==> src/readout_pkg.sv <==
package readout_pkg;
  localparam int RESULT_BITS = 12;
  localparam int LEAD_ZEROS = 4;
  localparam int FRAME_BITS = 16;
  localparam int TRACK_EDGE = 13;
  localparam int FIFO_WIDTH = 12;
  localparam int FIFO_DEPTH = 16;
  localparam int CLK_PERIOD_NS = 40;
  localparam int QUIET_NS = 100;
  localparam int QUIET_CYCLES = (QUIET_NS + CLK_PERIOD_NS - 1) / CLK_PERIOD_NS;
  localparam logic [4:0] BIT_CNT_RESET = 5'h00;
  localparam logic [11:0] RESULT_RESET = 12'h000;

  typedef struct packed {
    logic sel_n;
    logic sclk;
  } link_in_t;

  typedef struct packed {
    logic data;
    logic data_oe_n;
  } link_out_t;

  typedef enum logic [1:0] {
    ST_IDLE,
    ST_FRAME,
    ST_DONE
  } frame_state_t;
endpackage

==> src/serial_adc_readout_port.sv <==
module serial_adc_readout_port
#(
  parameter int WIDTH = readout_pkg::FIFO_WIDTH,
  parameter int DEPTH = readout_pkg::FIFO_DEPTH
) (
  input wire logic ref_clk,
  input wire logic arst_n,
  input wire readout_pkg::link_in_t link_in,
  output readout_pkg::link_out_t link_out,
  input wire logic sample_valid,
  output logic sample_ready,
  input wire logic [WIDTH-1:0] sample_data,
  output logic tracking,
  output logic busy,
  output logic frame_done,
  output logic quiet_violation
);
  import readout_pkg::*;

  logic [1:0] sel_sync_q;
  logic [1:0] sclk_sync_q;
  logic sel_n_q;
  logic sclk_q;
  logic sclk_rise;
  logic sclk_fall;
  logic sel_fall;
  logic sel_rise;
  frame_state_t state_q;
  logic [4:0] rise_cnt_q;
  logic [4:0] fall_cnt_q;
  logic [FRAME_BITS-1:0] shift_q;
  logic data_q;
  logic oe_n_q;
  logic tracking_q;
  logic busy_q;
  logic done_q;
  logic qv_q;
  logic [3:0] quiet_q;
  logic fifo_valid;
  logic fifo_pop;
  logic [WIDTH-1:0] fifo_data;

  // Link pins are asynchronous to ref_clk; sync first, detect edges after
  always_ff @(posedge ref_clk or negedge arst_n)
  begin
    if (!arst_n)
    begin
      sel_sync_q <= 2'h3;
      sclk_sync_q <= 2'h3;
      sel_n_q <= 1'b1;
      sclk_q <= 1'b1;
    end
    else
    begin
      sel_sync_q <= {sel_sync_q[0], link_in.sel_n};
      sclk_sync_q <= {sclk_sync_q[0], link_in.sclk};
      sel_n_q <= sel_sync_q[1];
      sclk_q <= sclk_sync_q[1];
    end
  end

  assign sclk_rise = sclk_sync_q[1] && !sclk_q;
  assign sclk_fall = !sclk_sync_q[1] && sclk_q;
  assign sel_fall = !sel_sync_q[1] && sel_n_q;
  assign sel_rise = sel_sync_q[1] && !sel_n_q;
  // A result is taken only at frame start, the sample instant
  assign fifo_pop = sel_fall && fifo_valid;

  sample_fifo #(
    .WIDTH(WIDTH),
    .DEPTH(DEPTH)
  ) u_fifo (
    .ref_clk(ref_clk),
    .arst_n(arst_n),
    .in_valid(sample_valid),
    .in_ready(sample_ready),
    .in_data(sample_data),
    .out_valid(fifo_valid),
    .out_ready(fifo_pop),
    .out_data(fifo_data)
  );

  always_ff @(posedge ref_clk or negedge arst_n)
  begin
    if (!arst_n)
    begin
      state_q <= ST_IDLE;
    end
    else if (sel_rise)
    begin
      state_q <= ST_IDLE;
    end
    else
    begin
      unique case (state_q)
        ST_IDLE:
        begin
          if (sel_fall)
          begin
            state_q <= ST_FRAME;
          end
        end
        ST_FRAME:
        begin
          if (sclk_fall && fall_cnt_q == 5'(FRAME_BITS - 1))
          begin
            state_q <= ST_DONE;
          end
        end
        ST_DONE:
        begin
          state_q <= ST_DONE;
        end
      endcase
    end
  end

  // Conversion progress counts host clock edges only
  always_ff @(posedge ref_clk or negedge arst_n)
  begin
    if (!arst_n)
    begin
      rise_cnt_q <= BIT_CNT_RESET;
      fall_cnt_q <= BIT_CNT_RESET;
    end
    else if (sel_fall)
    begin
      rise_cnt_q <= BIT_CNT_RESET;
      fall_cnt_q <= BIT_CNT_RESET;
    end
    else if (state_q == ST_FRAME)
    begin
      if (sclk_rise && rise_cnt_q != 5'(FRAME_BITS))
      begin
        rise_cnt_q <= rise_cnt_q + 5'h01;
      end
      if (sclk_fall && fall_cnt_q != 5'(FRAME_BITS))
      begin
        fall_cnt_q <= fall_cnt_q + 5'h01;
      end
    end
  end

  // Empty FIFO converts as zero; code is plain unsigned binary
  always_ff @(posedge ref_clk or negedge arst_n)
  begin
    if (!arst_n)
    begin
      shift_q <= '0;
    end
    else if (sel_fall)
    begin
      shift_q <= {LEAD_ZEROS'(0), fifo_valid ? fifo_data[RESULT_BITS-1:0] : RESULT_RESET};
    end
    else if (state_q == ST_FRAME && sclk_fall)
    begin
      shift_q <= {shift_q[FRAME_BITS-2:0], 1'b0};
    end
  end

  // Output driven from select fall; first zero appears then, rest on falls
  always_ff @(posedge ref_clk or negedge arst_n)
  begin
    if (!arst_n)
    begin
      data_q <= 1'b0;
      oe_n_q <= 1'b1;
    end
    else if (sel_fall)
    begin
      data_q <= 1'b0;
      oe_n_q <= 1'b0;
    end
    else if (sel_rise)
    begin
      oe_n_q <= 1'b1;
      data_q <= 1'b0;
    end
    else if (state_q == ST_FRAME && sclk_fall)
    begin
      data_q <= shift_q[FRAME_BITS-2];
      if (fall_cnt_q == 5'(FRAME_BITS - 1))
      begin
        oe_n_q <= 1'b1;
      end
    end
  end

  always_ff @(posedge ref_clk or negedge arst_n)
  begin
    if (!arst_n)
    begin
      tracking_q <= 1'b1;
      busy_q <= 1'b0;
      done_q <= 1'b0;
    end
    else
    begin
      done_q <= state_q == ST_FRAME && sclk_fall && fall_cnt_q == 5'(FRAME_BITS - 1);
      if (sel_fall)
      begin
        tracking_q <= 1'b0;
        busy_q <= 1'b1;
      end
      else if (state_q == ST_FRAME && sclk_rise && rise_cnt_q == 5'(TRACK_EDGE - 1))
      begin
        tracking_q <= 1'b1;
        busy_q <= 1'b0;
      end
      else if (sel_rise)
      begin
        tracking_q <= 1'b1;
        busy_q <= 1'b0;
      end
    end
  end

  // Select high time in cycles; the cycle that sees the rise counts as one
  always_ff @(posedge ref_clk or negedge arst_n)
  begin
    if (!arst_n)
    begin
      quiet_q <= 4'(QUIET_CYCLES);
      qv_q <= 1'b0;
    end
    else if (sel_rise)
    begin
      quiet_q <= 4'h1;
    end
    else if (sel_fall)
    begin
      qv_q <= quiet_q < 4'(QUIET_CYCLES);
    end
    else if (sel_n_q && quiet_q < 4'(QUIET_CYCLES))
    begin
      quiet_q <= quiet_q + 4'h1;
    end
  end

  assign link_out = '{data: data_q, data_oe_n: oe_n_q};
  assign tracking = tracking_q;
  assign busy = busy_q;
  assign frame_done = done_q;
  assign quiet_violation = qv_q;
endmodule

==> src/sample_fifo.sv <==
module sample_fifo #(
  parameter int WIDTH = 12,
  parameter int DEPTH = 16
) (
  input wire logic ref_clk,
  input wire logic arst_n,
  input wire logic in_valid,
  output logic in_ready,
  input wire logic [WIDTH-1:0] in_data,
  output logic out_valid,
  input wire logic out_ready,
  output logic [WIDTH-1:0] out_data
);
  localparam int AW = $clog2(DEPTH);
  logic [WIDTH-1:0] mem_q [DEPTH];
  logic [AW-1:0] wr_q;
  logic [AW-1:0] rd_q;
  logic [AW:0] cnt_q;
  logic push;
  logic pop;
  logic room_q;
  logic [AW:0] cnt_d;

  // Ready is registered so that the block's ready output comes from a flop
  assign in_ready = room_q;
  assign cnt_d = cnt_q + (AW+1)'(push) - (AW+1)'(pop);
  assign out_valid = (cnt_q != '0);
  assign out_data = mem_q[rd_q];
  assign push = in_valid && in_ready;
  assign pop = out_valid && out_ready;

  always_ff @(posedge ref_clk)
  begin
    if (push)
    begin
      mem_q[wr_q] <= in_data;
    end
  end

  always_ff @(posedge ref_clk or negedge arst_n)
  begin
    if (!arst_n)
    begin
      wr_q <= '0;
      rd_q <= '0;
      cnt_q <= '0;
      room_q <= 1'b1;
    end
    else
    begin
      if (push)
      begin
        wr_q <= (wr_q == AW'(DEPTH - 1)) ? '0 : wr_q + 1'b1;
      end
      if (pop)
      begin
        rd_q <= (rd_q == AW'(DEPTH - 1)) ? '0 : rd_q + 1'b1;
      end
      cnt_q <= cnt_d;
      room_q <= cnt_d != (AW+1)'(DEPTH);
    end
  end
endmodule

==> config.mk <==
export PLATFORM = sky130hd
export DESIGN_NAME = serial_adc_readout_port
export DESIGN_NICKNAME = d
export VERILOG_FILES = /design/src/readout_pkg.sv /design/src/serial_adc_readout_port.sv /design/src/sample_fifo.sv
export SDC_FILE = /design/constraint.sdc
export NUM_CORES = 1
export LEC_CHECK = 0
export ABC_AREA = 1
export BUFFER_PORTS_ARGS = -buffer_cell sky130_fd_sc_hd__buf_2
export CORE_AREA = 2 2 157 128
export DETAILED_ROUTE_END_ITERATION = 7
export DIE_AREA = 0 0 159 130
export PLACE_DENSITY = 0.74
export SYNTH_ARGS = -nofsm -noshare
export SYNTH_HDL_FRONTEND = slang
export SYNTH_SLANG_ARGS = --single-unit
==> constraint.sdc <==
create_clock -name ref_clk -period 3.2 [get_ports ref_clk]
set_clock_uncertainty 0.05 [all_clocks]
set_input_delay 0.64 -clock ref_clk [delete_from_list [all_inputs] [get_ports ref_clk]]
set_output_delay 0.64 -clock ref_clk [all_outputs]
set_load 0.02 [all_outputs]
# Word-level counts from Yosys, hierarchy flattened
# Memories as Yosys holds them, arrays and structs flattened.
# Index checks and enable logic that the tools add are counted.
dict set report word_totals {
  word_cells 109
  reg_bits 57
  n_memories 1
  ramBits 192
  input_bits 17
  out_inout_bits 7
}
dict set report op_classes {
  bitwise 1
  add_sub_neg 7
  mux 33
  n_lt_le_gt_ge 1
  eq_ne 12
  n_reduce_logical 35
}
# name depth width read_ports rd_ports_with_merged_regs write_ports line
set mem_list {}
lappend mem_list {u_fifo.mem_q 16 12 1 0 1 sample_fifo.sv:15} ;# logic [WIDTH-1:0] mem_q [DEPTH];
# op n
set op_table {}
lappend op_table {{$mux 15} 2}
lappend op_table {{$mux 5} 6}
lappend op_table {{$mux 4} 5}
lappend op_table {{$logic_and 1x1->1} 15}
lappend op_table {{$mux 1} 15}
lappend op_table {{$ne 5x5->1 const B} 3}
lappend op_table {{$add 4x1->4 const B} 3}
lappend op_table {{$mux 12} 1}
lappend op_table {{$reduce_and 2->1} 6}
lappend op_table {{$add 5x1->5 const B} 2}
lappend op_table {{$eq 5x4->1 const B} 2}
lappend op_table {{$reduce_bool 2->1} 5}
lappend op_table {{$reduce_bool 3->1} 3}
lappend op_table {{$eq 4x4->1 const B} 2}
lappend op_table {{$mux 2} 3}
lappend op_table {{$ne 3x3->1 const B} 2}
lappend op_table {{$pmux 2 s3} 1}
lappend op_table {{$add 5x1->5} 1}
lappend op_table {{$reduce_bool 5->1} 1}
lappend op_table {{$sub 5x1->5} 1}
lappend op_table {{$logic_not 1->1} 4}
lappend op_table {{$lt 4x2->1 const B} 1}
lappend op_table {{$eq 2x1->1 const B} 1}
lappend op_table {{$eq 2x2->1 const B} 1}
lappend op_table {{3 further kinds} 3}

# Logic depth before layout (Yosys ltp)
dict set report logic_depth {
  word_depth 6
  depth_mapped 15
  depth_no_buf 14
}

# Cells and area by module
# A second synthesis with hierarchy kept.
dict set report hier_totals {
  hier_cells 1129
  area_unflattened_um2 11158.2
}
# module n_inst seq_area_each_um2 cells_per_inst area_each_um2
set modules_own_cells {}
lappend modules_own_cells {sample_fifo 1 6117.1 865 8951.1}
lappend modules_own_cells {serial_adc_readout_port 1 1088.5 264 2207.1}

# Worst setup path after synthesis
# Ideal clock, no wire load.
dict set report synth_path {
  path_kind {register to register}
  startpoint {register sel_sync_q[1]}
  endpoint {register u_fifo.room_q (netlist: u_fifo.in_ready)}
  arrival_ns 2.848
  required_ns 3.062
  setup_time_ns 0.088
  n_path_buf 2
  slack_ns 0.214
  period_less_slack_ns 2.986
  path_stages_with_launch 16
  path_cell_list {dfstp_2 > inv_1 > ha_1 > buf_2 > nand2_1 > clkinv_1 > buf_2 > ha_1 > inv_1 > ha_1 > fa_1 > a21oi_1 > nor2_1 > nor2_1 > xor2_1 > nand3_1}
}
dict set report synth_between {
  elab_chain_cells 6
}
# item line
set synth_lines {}
lappend synth_lines {{start: declaration} serial_adc_readout_port.sv:20} ;# logic [1:0] sel_sync_q;
lappend synth_lines {{start signal: assignment} serial_adc_readout_port.sv:55} ;# sel_sync_q <= {sel_sync_q[0], link_in.sel_n};
lappend synth_lines {{$logic_not 1->1} serial_adc_readout_port.sv:64} ;# assign sel_fall = !sel_sync_q[1] && sel_n_q;
lappend synth_lines {{$logic_and 1x1->1} serial_adc_readout_port.sv:64}
lappend synth_lines {{via sel_fall} serial_adc_readout_port.sv:26} ;# logic sel_fall;
lappend synth_lines {{$logic_and 1x1->1} serial_adc_readout_port.sv:67} ;# assign fifo_pop = sel_fall && fifo_valid;
lappend synth_lines {{$logic_and 1x1->1} sample_fifo.sv:30} ;# assign pop = out_valid && out_ready;
lappend synth_lines {{via u_fifo.pop} sample_fifo.sv:20} ;# logic pop;
lappend synth_lines {{$sub 5x1->5} sample_fifo.sv:26} ;# assign cnt_d = cnt_q + (AW+1)'(push) - (AW+1)'(pop);
lappend synth_lines {{via u_fifo.cnt_d[4]} sample_fifo.sv:22} ;# logic [AW:0] cnt_d;
lappend synth_lines {{$ne 5x5->1} sample_fifo.sv:60} ;# room_q <= cnt_d != (AW+1)'(DEPTH);
lappend synth_lines {{end signal: assignment} sample_fifo.sv:60}
lappend synth_lines {{end: declaration} sample_fifo.sv:21} ;# logic room_q;
# The timed path passes the listed nets, and every way through them passes these cells.
# A chain may end at the register's enable or synchronous reset.

# Worst setup path in the final report
dict set report layout_path {
  startpoint {register sel_sync_q[1]}
  endpoint {register u_fifo.room_q (netlist: u_fifo.in_ready)}
}
dict set report layout_between {
  elab_chain_cells 6
}
# item line
set layout_lines {}
lappend layout_lines {{$logic_not 1->1} serial_adc_readout_port.sv:64}
lappend layout_lines {{$logic_and 1x1->1} serial_adc_readout_port.sv:64}
lappend layout_lines {{via sel_fall} serial_adc_readout_port.sv:26}
lappend layout_lines {{$logic_and 1x1->1} serial_adc_readout_port.sv:67}
lappend layout_lines {{$logic_and 1x1->1} sample_fifo.sv:30}
lappend layout_lines {{$sub 5x1->5} sample_fifo.sv:26}
lappend layout_lines {{via u_fifo.cnt_d[4]} sample_fifo.sv:22}
lappend layout_lines {{$ne 5x5->1} sample_fifo.sv:60}
# The timed path passes the listed nets, and every way through them passes these cells.

==> results.sh <==
export IMPL_clkTransAtPathRegs_ns=0.06
export IMPL_tritoncts="yes"
export IMPL_syn_instance_count=959
export IMPL_vias_per_cell=5.38
export IMPL_number_of_enable_flip_flop_cells_after_synthesis=192
export IMPL_synth_most_common_cell="nand2_1"
export IMPL_cts_buffers_inserted=25
export IMPL_drt_iter0_drc=720
export IMPL_total_global_route_track_usage=0.210
export IMPL_routed_wl_met2_mm=10.0
export IMPL_static_leakage_power_uw=0.00463
export IMPL_routedLengthMet1_mm=9.46
export IMPL_routed_wire_length_per_instance_um=17.0
export IMPL_netlist_cell_type_count=31
export IMPL_crit_type="reg -> reg"
export IMPL_port_buffers=23
export IMPL_hp_class="in -> reg"
export IMPL_count_of_tritonroute_iterations_in_the_first_routing_pass=8
export IMPL_fin_tns_setup_ns=0
export IMPL_powerDensity_nw_per_um2=848
export IMPL_synth_ff_latch_count=249
export IMPL_numClockSinks=249
export IMPL_dpl_hpwl_mm=12.7
export IMPL_max_freq_mhz=359
export IMPL_finalWeightedCongestion=0.800
export IMPL_grt_setup_unrepaired="no"
export IMPL_io_pin_count=24
export IMPL_worst_path_max_fanout=4
export IMPL_die_w_um=159
export IMPL_worstPathArrival_ns=3.19
export IMPL_hold_worst_slack_ns=0.145
export IMPL_max_cap_violations=0
export IMPL_number_of_buffers_added_for_setup_after_cts=0
export IMPL_worstMarginPinSlew_ns=1.13
export IMPL_die_height_um=130
export IMPL_synth_compound_area_frac=0.0432
export IMPL_power_total_uw=9950
export IMPL_postRouteWirelength_mm=21.7
export IMPL_ys_warn_count=0
export IMPL_grt_ovfl_total=0
export IMPL_ctsHoldBuffers=0
export IMPL_top_layer_used="met4"
export IMPL_synth_simple_gate_area_share=0.195
export IMPL_final_max_slew_violation_count=0
export IMPL_post_cts_resized_instances=0
export IMPL_final_min_period_over_clock_period=0.870
export IMPL_ranking_of_synthesized_cells_by_area="edfxtp_1 55%, dfrtp_1 11%, nand2_1 11%, nand3_1 5.5%, dfstp_2 2.7%"
export IMPL_slew_headroom=0.241
export IMPL_number_of_diodes=0
export IMPL_grt_first_pass_wirelength_mm=33.7
export IMPL_layout_overhead_on_the_synthesized_area_pct=11.6
export IMPL_drc_errors=0
export IMPL_nets=1034
export IMPL_synth_top_family_by_area="simple AND/OR/NAND/NOR gates"
export IMPL_mux_contribution_to_synthesized_area=0
export IMPL_wl_met3_mm=1.50
export IMPL_grt_antenna_before_repair=0
export IMPL_syn_cell_area_um2=10500
export IMPL_first_global_vias=6294
export IMPL_htree_levels=1
export IMPL_antenna_violating_nets_post_route=0
export IMPL_max_vdd_ir_drop_mv=0.527
export IMPL_startpoint_type="flip-flop"
export IMPL_fp_coreArea_um2=19300
export IMPL_vias=6865
export IMPL_syn_nets=999
export IMPL_clock_latency_reported_for_the_late_side_of_the_worst_skew_pair_ns=0.54
export IMPL_fp_row_count=46
export IMPL_run_status="complete, no violations"
export IMPL_synth_seq_area_share=0.685
export IMPL_syn_area_per_cell_um2=11.0
export IMPL_root_buffer="clkbuf_16"
export IMPL_yosysTopAreaCell="edfxtp_1"
export IMPL_critical_path_required_ns=3.60
export IMPL_synth_top_cell_area_share=0.548
export IMPL_clock_tree_buffer_depth=3
export IMPL_fraction_of_registers_with_async_set_or_reset_after_synthesis=0.229
export IMPL_synth_adder_area_share=0.0281
export IMPL_final_util=0.607
export IMPL_total_die_area_um2=20700
export IMPL_timing_final_setup_violations=0
export IMPL_post_synth_most_frequent_cells="304 x nand2_1, 192 x edfxtp_1, 115 x nand3_1"
export IMPL_synth_xor_area_share=0.00583
export IMPL_start_util=0.544
export IMPL_synth_top_flop_cell="edfxtp_1"
export IMPL_timing_hold_violations_final=0
export IMPL_critPathCaptureType="flip-flop"
export IMPL_period_needed_ns=2.78
export IMPL_final_layout_size_suffix_gt1_frac=0.105
export IMPL_grt_start_max_net_pins=98
[worst max-delay path: stages (launching register included)]
cell      delay, ns
dfstp_2        0.55
inv_1          0.06
ha_1           0.22
nand2_1        0.09
clkinv_1       0.09
ha_1           0.29
inv_1          0.04
ha_1           0.22
fa_1           0.44
a21oi_1        0.18
nor2_1         0.05
nor2_1         0.10
xor2_1         0.20
nand3_1        0.12
[final timing paths]
| path | startpoint | to | slack, ns | depth (start not counted) |
|---|---|---|---|---|
| max | sel_sync_q[1] | u_fifo.in_ready | 0.42 | 13 |
| max in group asynchronous | arst_n | u_fifo.rd_q[0] | 2.38 | 2 |
| max reg2reg | sel_sync_q[1] | u_fifo.in_ready | 0.42 | 13 |
| min | link_in[1] | sel_sync_q[0] | 0.14 | 1 |
| min in group asynchronous | arst_n | rise_cnt_q[1] | 0.21 | 2 |
| min reg2reg | sclk_sync_q[0] | sclk_sync_q[1] | 0.31 | 0 |
[sequential cells by signal (all words and copies together) (netlist names), 2 cells and up]
register / cells
u_fifo.wr_q: 4
u_fifo.cnt_q: 5
u_fifo.mem_q: 192
fall_cnt_q: 5
rise_cnt_q: 5
shift_q: 15
sel_sync_q: 2
u_fifo.rd_q: 4
state_q: 2
sclk_sync_q: 2
quiet_q: 4
[area by class of cell]
| class | instances | area (um2) |
|---|---|---|
| inverters | 48 | 183 |
| fillers | 1543 | 7600 |
| repair buffers | 52 | 333 |
| multi-input cells | 618 | 2870 |
| flip-flops and latches | 249 | 7210 |
| clock inverters | 13 | 134 |
| well taps | 264 | 330 |
| clock buffers | 33 | 676 |
[metal layers]
metal / vias up / track usage
li1: 3326 / -
met1: 3261 / 0.292
met2: 230 / 0.336
met3: 48 / 0.0385
met4: 0 / 0.0802
met5: - / 0
[cell families (layout without fill, tap and decap cells)]
group	Yosys count	after routing
and+or+nand+nor	501	501
DFF	249	249
buffers and inverters	92	146
AOI/OAI and AO/OA	87	87
adders and majority gates	23	23
xor gates and xnor gates	7	7
[where the power goes]
part	total, uW	internal, uW	leakage [uW]	switching [uW]
clock	2860	1660	0.000388	1200
combinational	2820	873	0.00181	1940
sequential	4280	4010	0.00243	268
[placed cells by master (no fill, tap or decap), drive strengths merged]
cell | netlist | routed
o21ai | 34 | 34
xor2 | 7 | 7
nor3 | 6 | 6
nand2 | 304 | 304
a21oi | 46 | 46
fa | 1 | 1
clkinvlp | 0 | 3
clkinv | 2 | 9
o21a | 1 | 1
o31ai | 1 | 1
o211ai | 2 | 2
buf | 39 | 52
nor3b | 1 | 1
edfxtp | 192 | 192
dfrtp | 46 | 46
nand3 | 115 | 115
bufinv | 0 | 2
a211oi | 2 | 2
inv | 46 | 47
clkbuf | 5 | 33
a32oi | 1 | 1
nor2 | 72 | 72
nand4 | 3 | 3
ha | 22 | 22
dfstp | 11 | 11
[through the flow]
stage | instance area (um2) | cells | setup slack [ns]
6_report | 11700 | 1277 | 0.416
5_1_grt | 11700 | 1277 | 0.246
4_1_cts | 11700 | 1277 | 0.426
3_5_place_dp | 10900 | 1231 | 0.450
3_3_place_gp | 10900 | 1231 | 0.521
2_1_floorplan | 10500 | 959 | 0.214
Power figures use the tool's default switching activity.
